===== src/twg_pkg.sv =====
// Constants and register map for the timing and watchdog unit
`default_nettype none
package twg_pkg;
    // Bus widths
    localparam int ADDR_W = 12;
    localparam int DATA_W = 32;
    // Register byte offsets
    localparam logic [ADDR_W-1:0] OFF_CONFIG = 12'h000;
    localparam logic [ADDR_W-1:0] OFF_PRESCALER = 12'h004;
    localparam logic [ADDR_W-1:0] OFF_RELOAD = 12'h008;
    localparam logic [ADDR_W-1:0] OFF_CONTROL = 12'h00c;
    localparam logic [ADDR_W-1:0] OFF_WD_COUNT = 12'h010;
    localparam logic [ADDR_W-1:0] OFF_SERVICE = 12'h014;
    // Configuration field positions
    localparam int CFG_LOCK_CONFIG = 0;
    localparam int CFG_LOCK_PRESCALER = 1;
    localparam int CFG_LOCK_TIMER = 2;
    localparam int CFG_LOCK_WD_COUNT = 3;
    localparam int CFG_WD_CLOCK_SELECT = 4;
    localparam int CFG_MATCH_SERVICE = 5;
    localparam int CFG_W = 6;
    // Control and status field positions
    localparam int CSR_RESTART = 0;
    localparam int CSR_TC_FLAG = 1;
    localparam int CSR_IRQ_ENABLE = 2;
    // Divide code
    localparam int DIV_W = 3;
    localparam logic [DIV_W-1:0] DIV_MAX_CODE = 3'h5;
    localparam int PRESC_W = 5;
    // Values after reset
    localparam logic [CFG_W-1:0] RST_CONFIG = 6'h00;
    localparam logic [DIV_W-1:0] RST_DIVIDE = 3'h0;
    localparam logic [15:0] RST_RELOAD = 16'hffff;
    localparam logic [7:0] RST_WD_COUNT = 8'h0f;
    // Service key
    localparam logic [7:0] SERVICE_KEY = 8'h5c;
endpackage
`default_nettype wire


===== src/twg_time_if.sv =====
// Interface joining the core, prescaler and periodic timer
`default_nettype none
interface twg_time_if;
    logic slowEdge;
    logic [twg_pkg::DIV_W-1:0] divCode;
    logic tickPulse;
    logic [15:0] preset;
    logic restartReq;
    logic underflow;
    logic underflowLevel;
    modport pre (input slowEdge, input divCode, output tickPulse);
    modport tmr (input tickPulse, input preset, input restartReq,
                 output underflow, output underflowLevel);
    modport core (output slowEdge, output divCode, output preset,
                  output restartReq, input tickPulse, input underflow,
                  input underflowLevel);
endinterface
`default_nettype wire


===== src/twg_prescaler.sv =====
// Tick clock prescaler dividing slow clock edges by a power of two
`default_nettype none
module twg_prescaler
(
    // Clock and reset
    input wire logic core_clk,
    input wire logic srst,
    // Link to core and timer
    twg_time_if.pre tif
);
    import twg_pkg::*;

    typedef struct packed {
        logic [PRESC_W-1:0] cnt;
        logic tick;
    } twg_pre_s;

    twg_pre_s st_r;
    twg_pre_s st_nxt;
    logic [PRESC_W-1:0] lastCount;

    // Terminal count of the divider; reserved codes fall back to one
    always_comb
    begin
        lastCount = '0;
        if (tif.divCode <= DIV_MAX_CODE)
        begin
            lastCount = PRESC_W'((6'h01 << tif.divCode) - 6'h01);
        end
        else
        begin
            lastCount = '0;
        end
        st_nxt = st_r;
        st_nxt.tick = 1'b0;
        if (tif.slowEdge)
        begin
            // A shrunken divisor wraps at once rather than running long
            if (st_r.cnt >= lastCount)
            begin
                st_nxt.cnt = '0;
                st_nxt.tick = 1'b1;
            end
            else
            begin
                st_nxt.cnt = st_r.cnt + 5'h01;
            end
        end
    end

    // State register
    always_ff @(posedge core_clk)
    begin
        if (srst)
        begin
            st_r <= '0;
        end
        else
        begin
            st_r <= st_nxt;
        end
    end

    assign tif.tickPulse = st_r.tick;
endmodule
`default_nettype wire


===== src/twg_timer.sv =====
// Periodic 16-bit down timer with reload and restart
`default_nettype none
module twg_timer
(
    // Clock and reset
    input wire logic core_clk,
    input wire logic srst,
    // Link to core and prescaler
    twg_time_if.tmr tif
);
    import twg_pkg::*;

    typedef struct packed {
        logic [15:0] cnt;
        logic under;
        logic underLevel;
    } twg_tmr_s;

    twg_tmr_s st_r;
    twg_tmr_s st_nxt;

    // Count on each tick; zero reloads and flags an underflow
    always_comb
    begin
        st_nxt = st_r;
        st_nxt.under = 1'b0;
        if (tif.tickPulse)
        begin
            st_nxt.underLevel = 1'b0;
            if (tif.restartReq)
            begin
                st_nxt.cnt = tif.preset;
            end
            else if (st_r.cnt == 16'h0000)
            begin
                st_nxt.cnt = tif.preset;
                st_nxt.under = 1'b1;
                st_nxt.underLevel = 1'b1;
            end
            else
            begin
                st_nxt.cnt = st_r.cnt - 16'h0001;
            end
        end
    end

    // State register
    always_ff @(posedge core_clk)
    begin
        if (srst)
        begin
            st_r <= '{cnt: RST_RELOAD, under: 1'b0, underLevel: 1'b0};
        end
        else
        begin
            st_r <= st_nxt;
        end
    end

    assign tif.underflow = st_r.under;
    assign tif.underflowLevel = st_r.underLevel;
endmodule
`default_nettype wire


===== src/twg_timing_guard_unit.sv =====
// Timing and watchdog unit top with APB register slave
//
// Implementation choices: the APB register port and the address map.
`default_nettype none
module twg_timing_guard_unit
(
    // Clock and reset
    input wire logic core_clk,
    input wire logic srst,
    // APB slave
    input wire logic psel,
    input wire logic penable,
    input wire logic pwrite,
    input wire logic [twg_pkg::ADDR_W-1:0] paddr,
    input wire logic [twg_pkg::DATA_W-1:0] pwdata,
    input wire logic [3:0] pstrb,
    output logic [twg_pkg::DATA_W-1:0] prdata,
    output logic pready,
    output logic pslverr,
    // Slow clock pin and power mode
    input wire logic slowClock,
    input wire logic powerSave,
    // Events out
    output logic timerIrq,
    output logic underflowOut,
    output logic wdResetReq
);
    import twg_pkg::*;

    typedef struct packed {
        logic [CFG_W-1:0] cfg;
        logic [DIV_W-1:0] divCode;
        logic [15:0] reload;
        logic irqEnable;
        logic tcFlag;
        logic restart;
        logic [7:0] wdLoad;
        logic [7:0] watchdog_count;
        logic wdRun;
        logic svcSeen;
        logic wdError;
        logic irq;
        logic underOut;
        logic sync1;
        logic sync2;
        logic sync3;
        logic ready;
        logic [DATA_W-1:0] rdata;
        logic slverr;
    } twg_core_s;

    twg_core_s st_r;
    twg_core_s st_nxt;

    twg_time_if tif ();

    logic accessDone;
    logic accessWait;
    logic addrValid;
    logic regOpen;
    logic doWrite;
    logic doRead;
    logic wdEvent;
    logic [DATA_W-1:0] readValue;
    logic [7:0] wbyte;

    // Tick divider
    twg_prescaler u_prescaler
    (
        .core_clk(core_clk),
        .srst(srst),
        .tif(tif)
    );

    // Periodic timer
    twg_timer u_timer
    (
        .core_clk(core_clk),
        .srst(srst),
        .tif(tif)
    );

    // Signals toward the counting modules
    assign tif.slowEdge = st_r.sync2 & ~st_r.sync3;
    assign tif.divCode = st_r.divCode;
    assign tif.preset = st_r.reload;
    assign tif.restartReq = st_r.restart;

    // APB phase decode; one wait state so the answer comes from flops
    always_comb
    begin
        accessWait = psel && penable && !st_r.ready;
        accessDone = psel && penable && st_r.ready;
        wbyte = pwdata[7:0];
    end

    // Address decode and access gate from lock bits and power mode
    always_comb
    begin
        addrValid = 1'b1;
        regOpen = 1'b0;
        unique case (paddr)
            OFF_CONFIG:
            begin
                regOpen = !st_r.cfg[CFG_LOCK_CONFIG];
            end
            OFF_PRESCALER:
            begin
                regOpen = !st_r.cfg[CFG_LOCK_PRESCALER];
            end
            OFF_RELOAD, OFF_CONTROL:
            begin
                regOpen = !st_r.cfg[CFG_LOCK_TIMER];
            end
            OFF_WD_COUNT:
            begin
                regOpen = !st_r.cfg[CFG_LOCK_WD_COUNT];
            end
            OFF_SERVICE:
            begin
                regOpen = 1'b1;
            end
            default:
            begin
                addrValid = 1'b0;
            end
        endcase
        // Only the service-match register stays reachable in power save
        if (powerSave && (paddr != OFF_SERVICE))
        begin
            regOpen = 1'b0;
        end
        doWrite = accessDone && pwrite && addrValid && regOpen;
        // Read side effects land on the edge that captures the read data
        doRead = accessWait && !pwrite && addrValid && regOpen;
    end

    // Read mux; locked or write-only registers read as zero
    always_comb
    begin
        readValue = '0;
        if (addrValid && regOpen)
        begin
            unique case (paddr)
                OFF_CONFIG:
                begin
                    readValue = DATA_W'(st_r.cfg);
                end
                OFF_PRESCALER:
                begin
                    readValue = DATA_W'(st_r.divCode);
                end
                OFF_RELOAD:
                begin
                    readValue = DATA_W'(st_r.reload);
                end
                OFF_CONTROL:
                begin
                    readValue = DATA_W'({st_r.irqEnable, st_r.tcFlag,
                                         st_r.restart});
                end
                default:
                begin
                    readValue = '0;
                end
            endcase
        end
    end

    // Watchdog clock select between tick and underflow
    always_comb
    begin
        if (st_r.cfg[CFG_WD_CLOCK_SELECT])
        begin
            wdEvent = tif.tickPulse;
        end
        else
        begin
            wdEvent = tif.underflow;
        end
    end

    // Next state of registers, timer status and watchdog
    always_comb
    begin
        st_nxt = st_r;

        // Slow clock pin synchroniser and edge history
        st_nxt.sync1 = slowClock;
        st_nxt.sync2 = st_r.sync1;
        st_nxt.sync3 = st_r.sync2;

        // Bus handshake; ready rises at the end of the first access cycle
        st_nxt.ready = accessWait;
        if (accessWait)
        begin
            st_nxt.rdata = pwrite ? '0 : readValue;
            st_nxt.slverr = !addrValid;
        end
        else if (accessDone)
        begin
            st_nxt.rdata = '0;
            st_nxt.slverr = 1'b0;
        end

        // Restart bit drops on the tick that performs it
        if (tif.tickPulse)
        begin
            st_nxt.restart = 1'b0;
        end

        // Clear on read first so a same-cycle underflow wins
        if (doRead && (paddr == OFF_CONTROL))
        begin
            st_nxt.tcFlag = 1'b0;
        end
        if (tif.underflow)
        begin
            st_nxt.tcFlag = 1'b1;
        end

        // Interrupt request pulse per underflow
        st_nxt.irq = tif.underflow && st_r.irqEnable;
        st_nxt.underOut = tif.underflowLevel;

        // Watchdog counting; a zero count on a clock means late service
        if (st_r.wdRun && wdEvent)
        begin
            st_nxt.svcSeen = 1'b0;
            if (st_r.watchdog_count == 8'h00)
            begin
                st_nxt.wdError = 1'b1;
            end
            else
            begin
                st_nxt.watchdog_count = st_r.watchdog_count - 8'h01;
            end
        end

        // Register writes
        if (doWrite && pstrb[0])
        begin
            unique case (paddr)
                OFF_CONFIG:
                begin
                    // Bits only ever get set; clearing needs a reset
                    st_nxt.cfg = st_r.cfg | wbyte[CFG_W-1:0];
                end
                OFF_PRESCALER:
                begin
                    st_nxt.divCode = wbyte[DIV_W-1:0];
                end
                OFF_RELOAD:
                begin
                    st_nxt.reload[7:0] = wbyte;
                end
                OFF_CONTROL:
                begin
                    st_nxt.irqEnable = wbyte[CSR_IRQ_ENABLE];
                    if (wbyte[CSR_RESTART])
                    begin
                        st_nxt.restart = 1'b1;
                    end
                end
                OFF_WD_COUNT:
                begin
                    // Also the service path when match mode is off
                    st_nxt.wdLoad = wbyte;
                    st_nxt.watchdog_count = wbyte;
                    st_nxt.wdRun = 1'b1;
                end
                OFF_SERVICE:
                begin
                    if (st_r.cfg[CFG_MATCH_SERVICE])
                    begin
                        st_nxt.svcSeen = 1'b1;
                        st_nxt.wdRun = 1'b1;
                        if (wbyte != SERVICE_KEY)
                        begin
                            st_nxt.wdError = 1'b1;
                        end
                        else if (st_r.svcSeen && !wdEvent)
                        begin
                            st_nxt.wdError = 1'b1;
                        end
                        else
                        begin
                            st_nxt.watchdog_count = st_r.wdLoad;
                        end
                    end
                    // Ignored entirely while match mode is off
                end
                default:
                begin
                    st_nxt.wdError = st_nxt.wdError;
                end
            endcase
        end
        if (doWrite && pstrb[1] && (paddr == OFF_RELOAD))
        begin
            st_nxt.reload[15:8] = pwdata[15:8];
        end
    end

    // State register
    always_ff @(posedge core_clk)
    begin
        if (srst)
        begin
            st_r.cfg <= RST_CONFIG;
            st_r.divCode <= RST_DIVIDE;
            st_r.reload <= RST_RELOAD;
            st_r.irqEnable <= 1'b0;
            st_r.tcFlag <= 1'b0;
            st_r.restart <= 1'b0;
            st_r.wdLoad <= RST_WD_COUNT;
            st_r.watchdog_count <= RST_WD_COUNT;
            st_r.wdRun <= 1'b0;
            st_r.svcSeen <= 1'b0;
            st_r.wdError <= 1'b0;
            st_r.irq <= 1'b0;
            st_r.underOut <= 1'b0;
            st_r.sync1 <= 1'b0;
            st_r.sync2 <= 1'b0;
            st_r.sync3 <= 1'b0;
            st_r.ready <= 1'b0;
            st_r.rdata <= '0;
            st_r.slverr <= 1'b0;
        end
        else
        begin
            st_r <= st_nxt;
        end
    end

    // Outputs straight from the state register
    assign prdata = st_r.rdata;
    assign pready = st_r.ready;
    assign pslverr = st_r.slverr;
    assign timerIrq = st_r.irq;
    assign underflowOut = st_r.underOut;
    // Error is sticky, so the request lasts until device reset
    assign wdResetReq = st_r.wdError;
endmodule
`default_nettype wire


===== config.mk =====
export PLATFORM = sky130hd
export DESIGN_NAME = twg_timing_guard_unit
export DESIGN_NICKNAME = d
export VERILOG_FILES = /design/src/twg_pkg.sv /design/src/twg_time_if.sv /design/src/twg_prescaler.sv /design/src/twg_timer.sv /design/src/twg_timing_guard_unit.sv
export SDC_FILE = /design/constraint.sdc
export NUM_CORES = 1
export LEC_CHECK = 0
export BUFFER_PORTS_ARGS = -buffer_cell sky130_fd_sc_hd__buf_2
export CAP_MARGIN = 25
export CELL_PAD_IN_SITES_DETAIL_PLACEMENT = 0
export CELL_PAD_IN_SITES_GLOBAL_PLACEMENT = 1
export CORE_MARGIN = 2
export CORE_UTILIZATION = 38
export DETAILED_ROUTE_END_ITERATION = 10
export GPL_ROUTABILITY_DRIVEN = 0
export PLACE_DENSITY_LB_ADDON = 0.1
export SLEW_MARGIN = 20
export SYNTH_ARGS = -nofsm -noshare
export SYNTH_HDL_FRONTEND = slang
export SYNTH_SLANG_ARGS = --single-unit

===== constraint.sdc =====
create_clock -name core_clk -period 2.4 [get_ports core_clk]
set_input_delay 0.48 -clock core_clk [delete_from_list [all_inputs] [get_ports core_clk]]
set_output_delay 0.48 -clock core_clk [all_outputs]
set_load 0.005 [all_outputs]

Yosys cells after proc, flatten, opt, wreduce, memory -nomap -nowiden
Index checks and enable logic that the tools add are counted.
{"block": "totals", "reg_bits": 110, "in_bits": 55}
{"block": "classes", "add_sub_neg": 4, "magnitude_cmp": 2, "bitwise_logic": 5, "eq_ne": 8, "reduce_logical": 42, "muxes": 35, "shifts": 1}
{"operator": "2-to-1 mux 33 bit", "n": 2}
{"operator": "case mux 16 bit (4 select lines)", "n": 1}
{"operator": "2-to-1 mux 16 bit", "n": 3}
{"operator": "2-to-1 mux 8 bit", "n": 5}
{"operator": "2-to-1 mux 32 bit", "n": 1}
{"operator": "== test 12 x 4 -> 1 bit, second input constant", "n": 2}
{"operator": "== test 12 x 5 -> 1 bit, second input constant", "n": 2}
{"operator": "2-to-1 mux 20 bit", "n": 1}
{"operator": "logical AND 1 bit", "n": 18}
{"operator": "case mux 9 bit (2 select lines)", "n": 1}
{"operator": "logical NOT 16 bit", "n": 1}
{"operator": "subtractor 16 x 1 -> 16 bit, second input constant", "n": 1}
{"operator": "2-to-1 mux 1 bit", "n": 15}
{"operator": "== test 12 x 3 -> 1 bit, second input constant", "n": 1}
{"operator": "logical NOT 12 bit", "n": 1}
{"operator": "!= test 12 x 5 -> 1 bit, second input constant", "n": 1}
{"operator": "2-to-1 mux 11 bit", "n": 1}
{"operator": "2-to-1 mux 5 bit", "n": 2}
{"operator": "AND reduction 2 bit", "n": 5}
{"operator": "logical NOT 1 bit", "n": 8}
{"operator": "logical NOT 8 bit", "n": 1}
{"operator": "!= test 8 x 7 -> 1 bit, second input constant", "n": 1}
{"operator": "subtractor 8 x 1 -> 8 bit, second input constant", "n": 1}
{"operator": "bitwise OR 6 bit", "n": 1}
{"operator": "15 further kinds", "n": 21}

Depth between registers and ports, before layout
Gate-level depths: netlist of the first run.
{"block": "depth", "depth_word": 8, "ltp_mapped": 11, "mapped_depth_nobuf": 10}

Modules after synthesis
Synthesis of the first run repeated with hierarchy kept, for this count alone.
{"block": "unflattened", "hier_cells": 585, "hier_area_um2": 5138.7}
{"module": "twg_timing_guard_unit", "seq_area_each_um2": 1401.3, "n_inst": 1, "cells_each": 380, "area_each_um2": 3472.1}
{"module": "twg_timer", "seq_area_each_um2": 360.3, "n_inst": 1, "cells_each": 148, "area_each_um2": 1181.1}
{"module": "twg_prescaler", "seq_area_each_um2": 120.1, "n_inst": 1, "cells_each": 57, "area_each_um2": 485.5}

Least setup slack after synthesis of the first run
Ideal clock, no wire load.
{"block": "synth_timing", "path_type": "reg2reg", "startpoint": "reg tif.divCode[2] (netlist name)", "endpoint": "reg u_prescaler.st_r[1] in the netlist's numbering", "setup_time_ns": 0.142, "period_less_slack_ns": 2.552, "path_slack_ns": -0.152, "arrival_time_ns": 2.410, "path_stages_with_launch": 11, "cell_sequence": "dfxtp_1 clkbuf_1 or3_1 ha_1 or3_1 a21oi_1 a21oi_1 ha_1 a21oi_1 o311ai_0 nor2_1"}
{"block": "synth_between", "elab_chain_len": 5, "word_cells_on_any_way": 6}
{"item": "left shift 1 x 3 -> 5 bit", "line_no": "twg_prescaler.sv:28", "source": "lastCount = PRESC_W'((6'h01 << tif.divCode) - 6'h01);"}
{"item": "subtractor 5 x 1 -> 5 bit", "line_no": "twg_prescaler.sv:28"}
{"item": "2-to-1 mux 5 bit *", "line_no": "twg_prescaler.sv:26", "source": "if (tif.divCode <= DIV_MAX_CODE)"}
{"item": ">= comparator 5 bit *", "line_no": "twg_prescaler.sv:39", "source": "if (st_r.cnt >= lastCount)"}
{"item": "2-to-1 mux 5 bit *", "line_no": "twg_prescaler.sv:39"}
{"item": "end signal, assigned", "line_no": "twg_prescaler.sv:60", "source": "st_r <= st_nxt;"}
{"item": "end, declared", "line_no": "twg_prescaler.sv:18", "source": "twg_pre_s st_r;"}
Mark *: on every way between the ends. The rest lies on a longest branch, timed or not.
A chain may end at the register's enable or synchronous reset.

Worst setup path after layout of the first run
{"block": "layout_timing", "startpoint": "reg tif.divCode[0] (netlist name)", "endpoint": "reg u_prescaler.st_r[2] in the netlist's numbering"}
{"block": "layout_between", "elab_chain_len": 5, "word_cells_on_any_way": 6}
{"item": "left shift 1 x 3 -> 5 bit", "line_no": "twg_prescaler.sv:28"}
{"item": "subtractor 5 x 1 -> 5 bit", "line_no": "twg_prescaler.sv:28"}
{"item": "2-to-1 mux 5 bit *", "line_no": "twg_prescaler.sv:26"}
{"item": ">= comparator 5 bit *", "line_no": "twg_prescaler.sv:39"}
{"item": "2-to-1 mux 5 bit *", "line_no": "twg_prescaler.sv:39"}
Marks and branches as above.

==> results of run 1 <==
how the worst max path moves through the flow:
stage	start	endpoint	slack, ps
3_5_place_dp	tif.divCode[0]$_SDFFE_PP0P_	u_prescaler.st_r[3]$_SDFFE_PP0P_	20
5_1_grt	tif.divCode[0]$_SDFFE_PP0P_	u_prescaler.st_r[1]$_SDFFE_PP0P_	10
2_1_floorplan	tif.divCode[2]$_SDFFE_PP0P_	u_prescaler.st_r[1]$_SDFFE_PP0P_	80
6_report	tif.divCode[0]$_SDFFE_PP0P_	u_prescaler.st_r[2]$_SDFFE_PP0P_	110
4_1_cts	tif.divCode[0]$_SDFFE_PP0P_	u_prescaler.st_r[3]$_SDFFE_PP0P_	5
3_3_place_gp	tif.divCode[0]$_SDFFE_PP0P_	u_prescaler.st_r[1]$_SDFFE_PP0P_	60
sequential cells by signal, indices dropped and copies added (netlist names), 2 cells and up:
signal	flops
st_r	27
prdata	16
tif.preset	16
u_timer.st_r	16
u_prescaler.st_r	5
tif.divCode	3
st_nxt	2
power by group:
group / switching (mW) / total [mW] / leakage [nW] / internal, mW
sequential: 0.0106 / 1.58 / 0.760 / 1.57
clock: 0.623 / 1.49 / 0.155 / 0.865
combinational: 0.121 / 0.194 / 1.38 / 0.0731
total: 0.755 / 3.26 / 2.30 / 2.51
stage by stage:
step,std cells,hold WS [ps],util
2_1_floorplan,593,414,-
3_3_place_gp,800,420,0.421
3_5_place_dp,800,430,0.421
4_1_cts,816,327,0.445
5_1_grt,816,344,0.446
6_report,816,339,0.446
cells in the final DEF, fill, tap and decap left out, types with 4 or more instances in the layout:
cell,instances
inv_1,23
buf_4,30
nand2_1,59
nand3_1,14
nor2b_1,11
nor2_1,54
clkbuf_16,9
a21oi_1,8
and3_1,4
ha_1,10
xor2_1,5
a22oi_1,22
nand4_1,9
xnor2_1,5
o21ai_0,22
nor3_1,17
or3_1,5
a31oi_1,6
a21o_1,7
o211ai_1,7
or4_1,4
conb_1,16
nor4_1,12
buf_2,57
o31ai_1,4
a211oi_1,4
nand2b_1,7
mux2i_1,36
dfxtp_1,94
o2bb2ai_1,6
cell type report:
| class | count | area share |
|---|---|---|
| Multi-Input combinational cell | 418 | 0.478 |
| Sequential cell | 94 | 0.322 |
| Timing Repair Buffer | 89 | 0.0943 |
| Clock buffer | 11 | 0.0433 |
| Tap cell | 176 | 0.0377 |
| Inverter | 23 | 0.0148 |
| Clock inverter | 5 | 0.00986 |
logic make-up (layout without fill, tap and decap cells):
kind of cell	count (synthesis)	in the layout	synth area share
AO/OA/AOI/OAI	114	114	0.162
AND/OR/NAND/NOR	226	226	0.239
multiplexers	41	41	0.0893
adder cells (fa/ha/maj)	11	11	0.0273
other	1	16	0.000744
buffers and inverters	81	128	0.0905
flip-flops	94	94	0.373
XOR/XNOR	10	10	0.0174
timing repair:
| action | CTS | global route |
|---|---|---|
| hold endpoints to repair | 0 | 0 |
| endpoints found under the setup margin | 0 | 5 |
| gates resized for setup | 0 | 6 |
worst max-delay path, stage by stage (launching register included):
cell and delay, ps:
dfxtp_1 310, or3_4 390, ha_2 190, or3_4 330, a21oi_2 120, a21oi_1 60, ha_1 290, a21oi_2 60
o21a_1 200, a41o_1 230
metal layers:
metal	GRT usage	routed length (um)
met3	0.0326	638
met1	0.265	6360
met5	0	0
met2	0.307	5990
met4	0.0647	135
==> metrics.csv, run 1 <==
metric,value,unit
# Max-Cap Violations,0,
critical path peak fanout,2,
placed cell area,5510,sq um
die width,119,um
relative slew slack,0.552,
sequential share of the synthesized area,0.373,
Nets,701,
P&R area growth vs syn,15.8,%
Sink Count,94,
die height,119,um
grt total ovfl,0,
Skew-Pair Late Insertion Delay,350,ps
Critical Path End Type,flop,
fin crit share,0.954,
post-route cell area,5840,sq um
Hold Path End,tif.preset[9]$_SDFFE_PP1P_,
CORE AREA,13100,sq um
layout cell share with drive strength beyond 1,0.209,
pwr dens,559,nW/um^2
Residual DRC,0,
CP Data Arrival Time,2530,ps
global-route wire length before repair,21600,um
synth unique cells,72,
Worst R2R Setup Slack,110,ps
Layout fillers,1323,
Starting Density,0.385,
initial antenna violation count,0,
register area,1880,sq um
"Min Clock Period, post-route",2290,ps
ANT nets after route,0,
Worst R2R End,u_prescaler.st_r[2]$_SDFFE_PP0P_,
setup violators final,0,
TritonCTS buffer count,9,
critical path class,flop to flop,
Root Buffer,clkbuf_16,
Leakage Power,2.30,nW
Post-synth ARST share,0,
Area contributors post-synth,"dfxtp_1 (37%), mux2i_1 (7.1%), buf_4 (4.8%)",
Detailed Place HPWL,9600,um
Syn Area/Cell,8.73,sq um
synthesized netlist cell count,578,
post-synth top area share,0.373,
pre-CTS WS,16.3,ps
CTS tree,done,
number of global-route vias before repair,4124,
CP Data Required Time,2640,ps
fmax,0.437,GHz
DRT Wirelength,13100,um
n_diodes,0,
multi-input logic area,2790,sq um
clk_skew,9.02,ps
Worst-path clk slew,70,ps
Worst Max-Slew Pin Slew,665,ps
Worst Min Path Start,pwdata[9],
reg2reg path depth,9,
Post-synth EDFFs,0,
# Post-CTS Setup Buffers,0,
Hold Path Depth,3,
initial detailed-routing violation count,331,
Clock Path Buffers,2,
Commonest cells post-synth,"dfxtp_1 (94), nand2_1 (59), nor2_1 (54), mux2i_1 (36), buf_4 (32)",
CP Launch Type,flop,
gr usage total,0.193,
row count,42,
DR pass1 iterations,4,
H-tree depth,3,
setup TNS,0,ps
Netlist Area Pre-Place,5040,sq um
FF-to-FF Start,tif.divCode[0]$_SDFFE_PP0P_,
DR vias,4253,
status,finished clean,
hold crit path type,input port to flop,
die area,14200,sq um
"area leader, netlist",dfxtp_1,
IO Port Bufs,57,
"Top FF cell, synth",dfxtp_1,
most instantiated library cell after synthesis,dfxtp_1,
final setup margin,111,ps
Max IR drop VDD,0.364,mV
largest net degree at the start of global routing,57,
RSZ-0062 raised after global routing,no,
Max Transition Viols Final,0,
CTS Hold Buffers Added,0,
vias per cell,5.21,
DR WL/cell,16.1,um
"FF+latch count, synth",94,
"Power, Total",3.26,mW
YS warnings,0,
Top Ports,92,
Final Hold Violating Endpoints,0,
Note: power is estimated with default switching activity, not from simulation.
==> run 2: changes to the inputs <==
--- a/config.mk
+++ b/config.mk
@@ -18,3 +18,4 @@
 export SYNTH_ARGS = -nofsm -noshare
 export SYNTH_HDL_FRONTEND = slang
 export SYNTH_SLANG_ARGS = --single-unit
+export TNS_END_PERCENT = 50
==> constraint.sdc (replaced) <==
create_clock -name core_clk -period 2.4 [get_ports core_clk]
set_input_delay 0.12 -clock core_clk [delete_from_list [all_inputs] [get_ports core_clk]]
set_output_delay 0.12 -clock core_clk [all_outputs]
set_load 0.005 [all_outputs]
==> run 2 against run 1 <==
  * Sequential cell count unchanged
  * Fmax is 0.60% higher
  * Hold slack worse by 330 ps
  * Critical path type unchanged
  * Clock power is 9% lower
  * Non-clock buffer count shrank 2
==> metrics.csv, run 2 (synthesis gave the netlist of run 1 again) <==
metric,value,unit,change
status,finished clean,,
IO Port Bufs,57,,unchanged
Leakage Power,2.26,nW,-1.6%
Max Transition Viols Final,0,,unchanged
Top Ports,92,,unchanged
Worst-path clk slew,60,ps,about the same
"Power, Total",3.13,mW,-4.2%
Clock Path Buffers,2,,unchanged
clk_skew,6.03,ps,-2.99 ps
DR WL/cell,16.2,um,+0.91%
Nets,699,,-0.29%
Root Buffer,clkbuf_16,,
Hold WS,7.97,ps,-331 ps
initial antenna violation count,0,,unchanged
global-route wire length before repair,21400,um,-0.93%
Hold Path End,tif.preset[11]$_SDFFE_PP1P_,,
hold crit path type,input port to flop,,
critical path peak fanout,4,,+2
Worst Max-Slew Pin Slew,627,ps,-38.4 ps
initial detailed-routing violation count,204,,-38%
Sink Count,94,,unchanged
Hold Path Depth,3,,unchanged
n_diodes,0,,unchanged
reg2reg path depth,9,,unchanged
max FFs per register,27,,unchanged
number of global-route vias before repair,3999,,-3.0%
DR vias,4271,,+0.42%
pre-CTS WS,41.5,ps,+25.1 ps
pwr dens,540,nW/um^2,-3.3%
setup violators final,0,,unchanged
placed cell area,5420,sq um,-1.6%
grt total ovfl,0,,unchanged
Worst R2R End,u_prescaler.st_r[1]$_SDFFE_PP0P_,,
CP Data Arrival Time,2490,ps,-40 ps
critical path class,flop to flop,,
Post-Layout Cell Count,813,,-0.37%
Critical Path End Type,flop,,
die height,119,um,unchanged
CP Data Required Time,2620,ps,-20 ps
final setup margin,125,ps,+13.7 ps
die area,14200,sq um,unchanged
# Post-CTS Setup Buffers,0,,unchanged
Starting Density,0.385,,unchanged
Skew-Pair Late Insertion Delay,340,ps,about the same
Worst Min Path Start,pwdata[11],,
"Min Clock Period, post-route",2280,ps,-13.7 ps
vias per cell,5.25,,+0.79%
fmax,0.439,GHz,+0.60%
"most common cell after layout, fill and taps aside",dfxtp_1,,
"Most flops, register",st_r,,
post-route cell area,5790,sq um,-0.88%
Worst R2R Setup Slack,120,ps,about the same
gr usage total,0.191,,-0.00211
most frequent cells in the layout,"dfxtp_1 (94), nand2_1 (59), buf_2 (57), nor2_1 (54), mux2i_1 (36)",,
largest net degree at the start of global routing,44,,-23%
die width,119,um,unchanged
layout cell share with drive strength beyond 1,0.190,,-0.0194
RSZ-0062 raised after global routing,no,,
CTS tree,done,,
row count,42,,unchanged
Residual DRC,0,,unchanged
placed cell count,790,,-1.3%
CP Launch Type,flop,,
fin crit share,0.948,,-0.00573
CORE AREA,13100,sq um,unchanged
DR pass1 iterations,4,,unchanged
relative slew slack,0.578,,+0.0258
Detailed Place HPWL,9660,um,+0.64%
DRT Wirelength,13200,um,+0.54%
P&R area growth vs syn,14.7,%,
TritonCTS buffer count,9,,unchanged
Final Hold Violating Endpoints,0,,unchanged
Layout fillers,1317,,-0.45%
Util after Layout,0.442,,-0.00392
H-tree depth,3,,unchanged
Max IR drop VDD,0.375,mV,+3.2%
FF-to-FF Start,tif.divCode[0]$_SDFFE_PP0P_,,
setup TNS,0,ps,unchanged
# Max-Cap Violations,0,,unchanged
ANT nets after route,0,,unchanged
[run 2: changes by cell type in the layout (fill, tap and decap cells not counted), sizes merged]
cell | before | now
buf | 89 | 79
dlygate4sd3 | 0 | 8
clkinv | 4 | 3
bufinv | 1 | 0
clkinvlp | 0 | 1
[run 2: what timing repair did]
action,in CTS,in global routing
hold buffers,8,0
resized for setup,0,4
endpoints found under the setup margin,0,5
hold endpoints to repair,8,0
[run 2: how the worst max path moves through the flow]
stage / from / endpoint / slack, ps / depth (start not counted)
2_1_floorplan: tif.divCode[2]$_SDFFE_PP0P_ / u_prescaler.st_r[1]$_SDFFE_PP0P_ / 80 / 10
3_3_place_gp: tif.divCode[0]$_SDFFE_PP0P_ / u_prescaler.st_r[4]$_SDFFE_PP0P_ / 50 / 9
3_5_place_dp: tif.divCode[0]$_SDFFE_PP0P_ / u_prescaler.st_r[4]$_SDFFE_PP0P_ / 40 / 9
4_1_cts: tif.divCode[0]$_SDFFE_PP0P_ / u_prescaler.st_r[4]$_SDFFE_PP0P_ / 30 / 9
5_1_grt: tif.divCode[0]$_SDFFE_PP0P_ / u_prescaler.st_r[4]$_SDFFE_PP0P_ / 9 / 9
6_report: tif.divCode[0]$_SDFFE_PP0P_ / u_prescaler.st_r[1]$_SDFFE_PP0P_ / 120 / 9
[run 2: where the power goes]
group | leakage, nW | switching [mW] | internal [mW]
clock | 0.137 | 0.604 | 0.748
sequential | 0.760 | 0.0114 | 1.57
combinational | 1.37 | 0.119 | 0.0733
[run 2: cell type report]
type | instances | area, sq um | area share
multi-input cells | 418 | 2780 | 0.480
flip-flops and latches | 94 | 1880 | 0.325
repair buffers | 87 | 543 | 0.0938
clock buffers | 11 | 253 | 0.0437
well taps | 176 | 220 | 0.0381
inverters | 23 | 86.3 | 0.0149
clock inverters | 4 | 22.5 | 0.00389
[run 2: routing by layer]
layer | GRT usage | up-vias | share of wire | wire length [um]
li1 | - | 2157 | - | -
met1 | 0.265 | 2001 | 0.49 | 6410
met2 | 0.301 | 103 | 0.46 | 6030
met3 | 0.0374 | 10 | 0.048 | 629
met4 | 0.0536 | 0 | 0.0093 | 123
met5 | 0 | - | 0 | 0
[run 2: worst max-delay path: stages, from the launching register on]
cell and delay, ps:
dfxtp_1 310, or3_4 380, ha_2 180, or3_1 320, a21oi_2 120, a21oi_1 50, ha_1 270, a21oi_1 90
o311ai_2 340, nor2_1 90
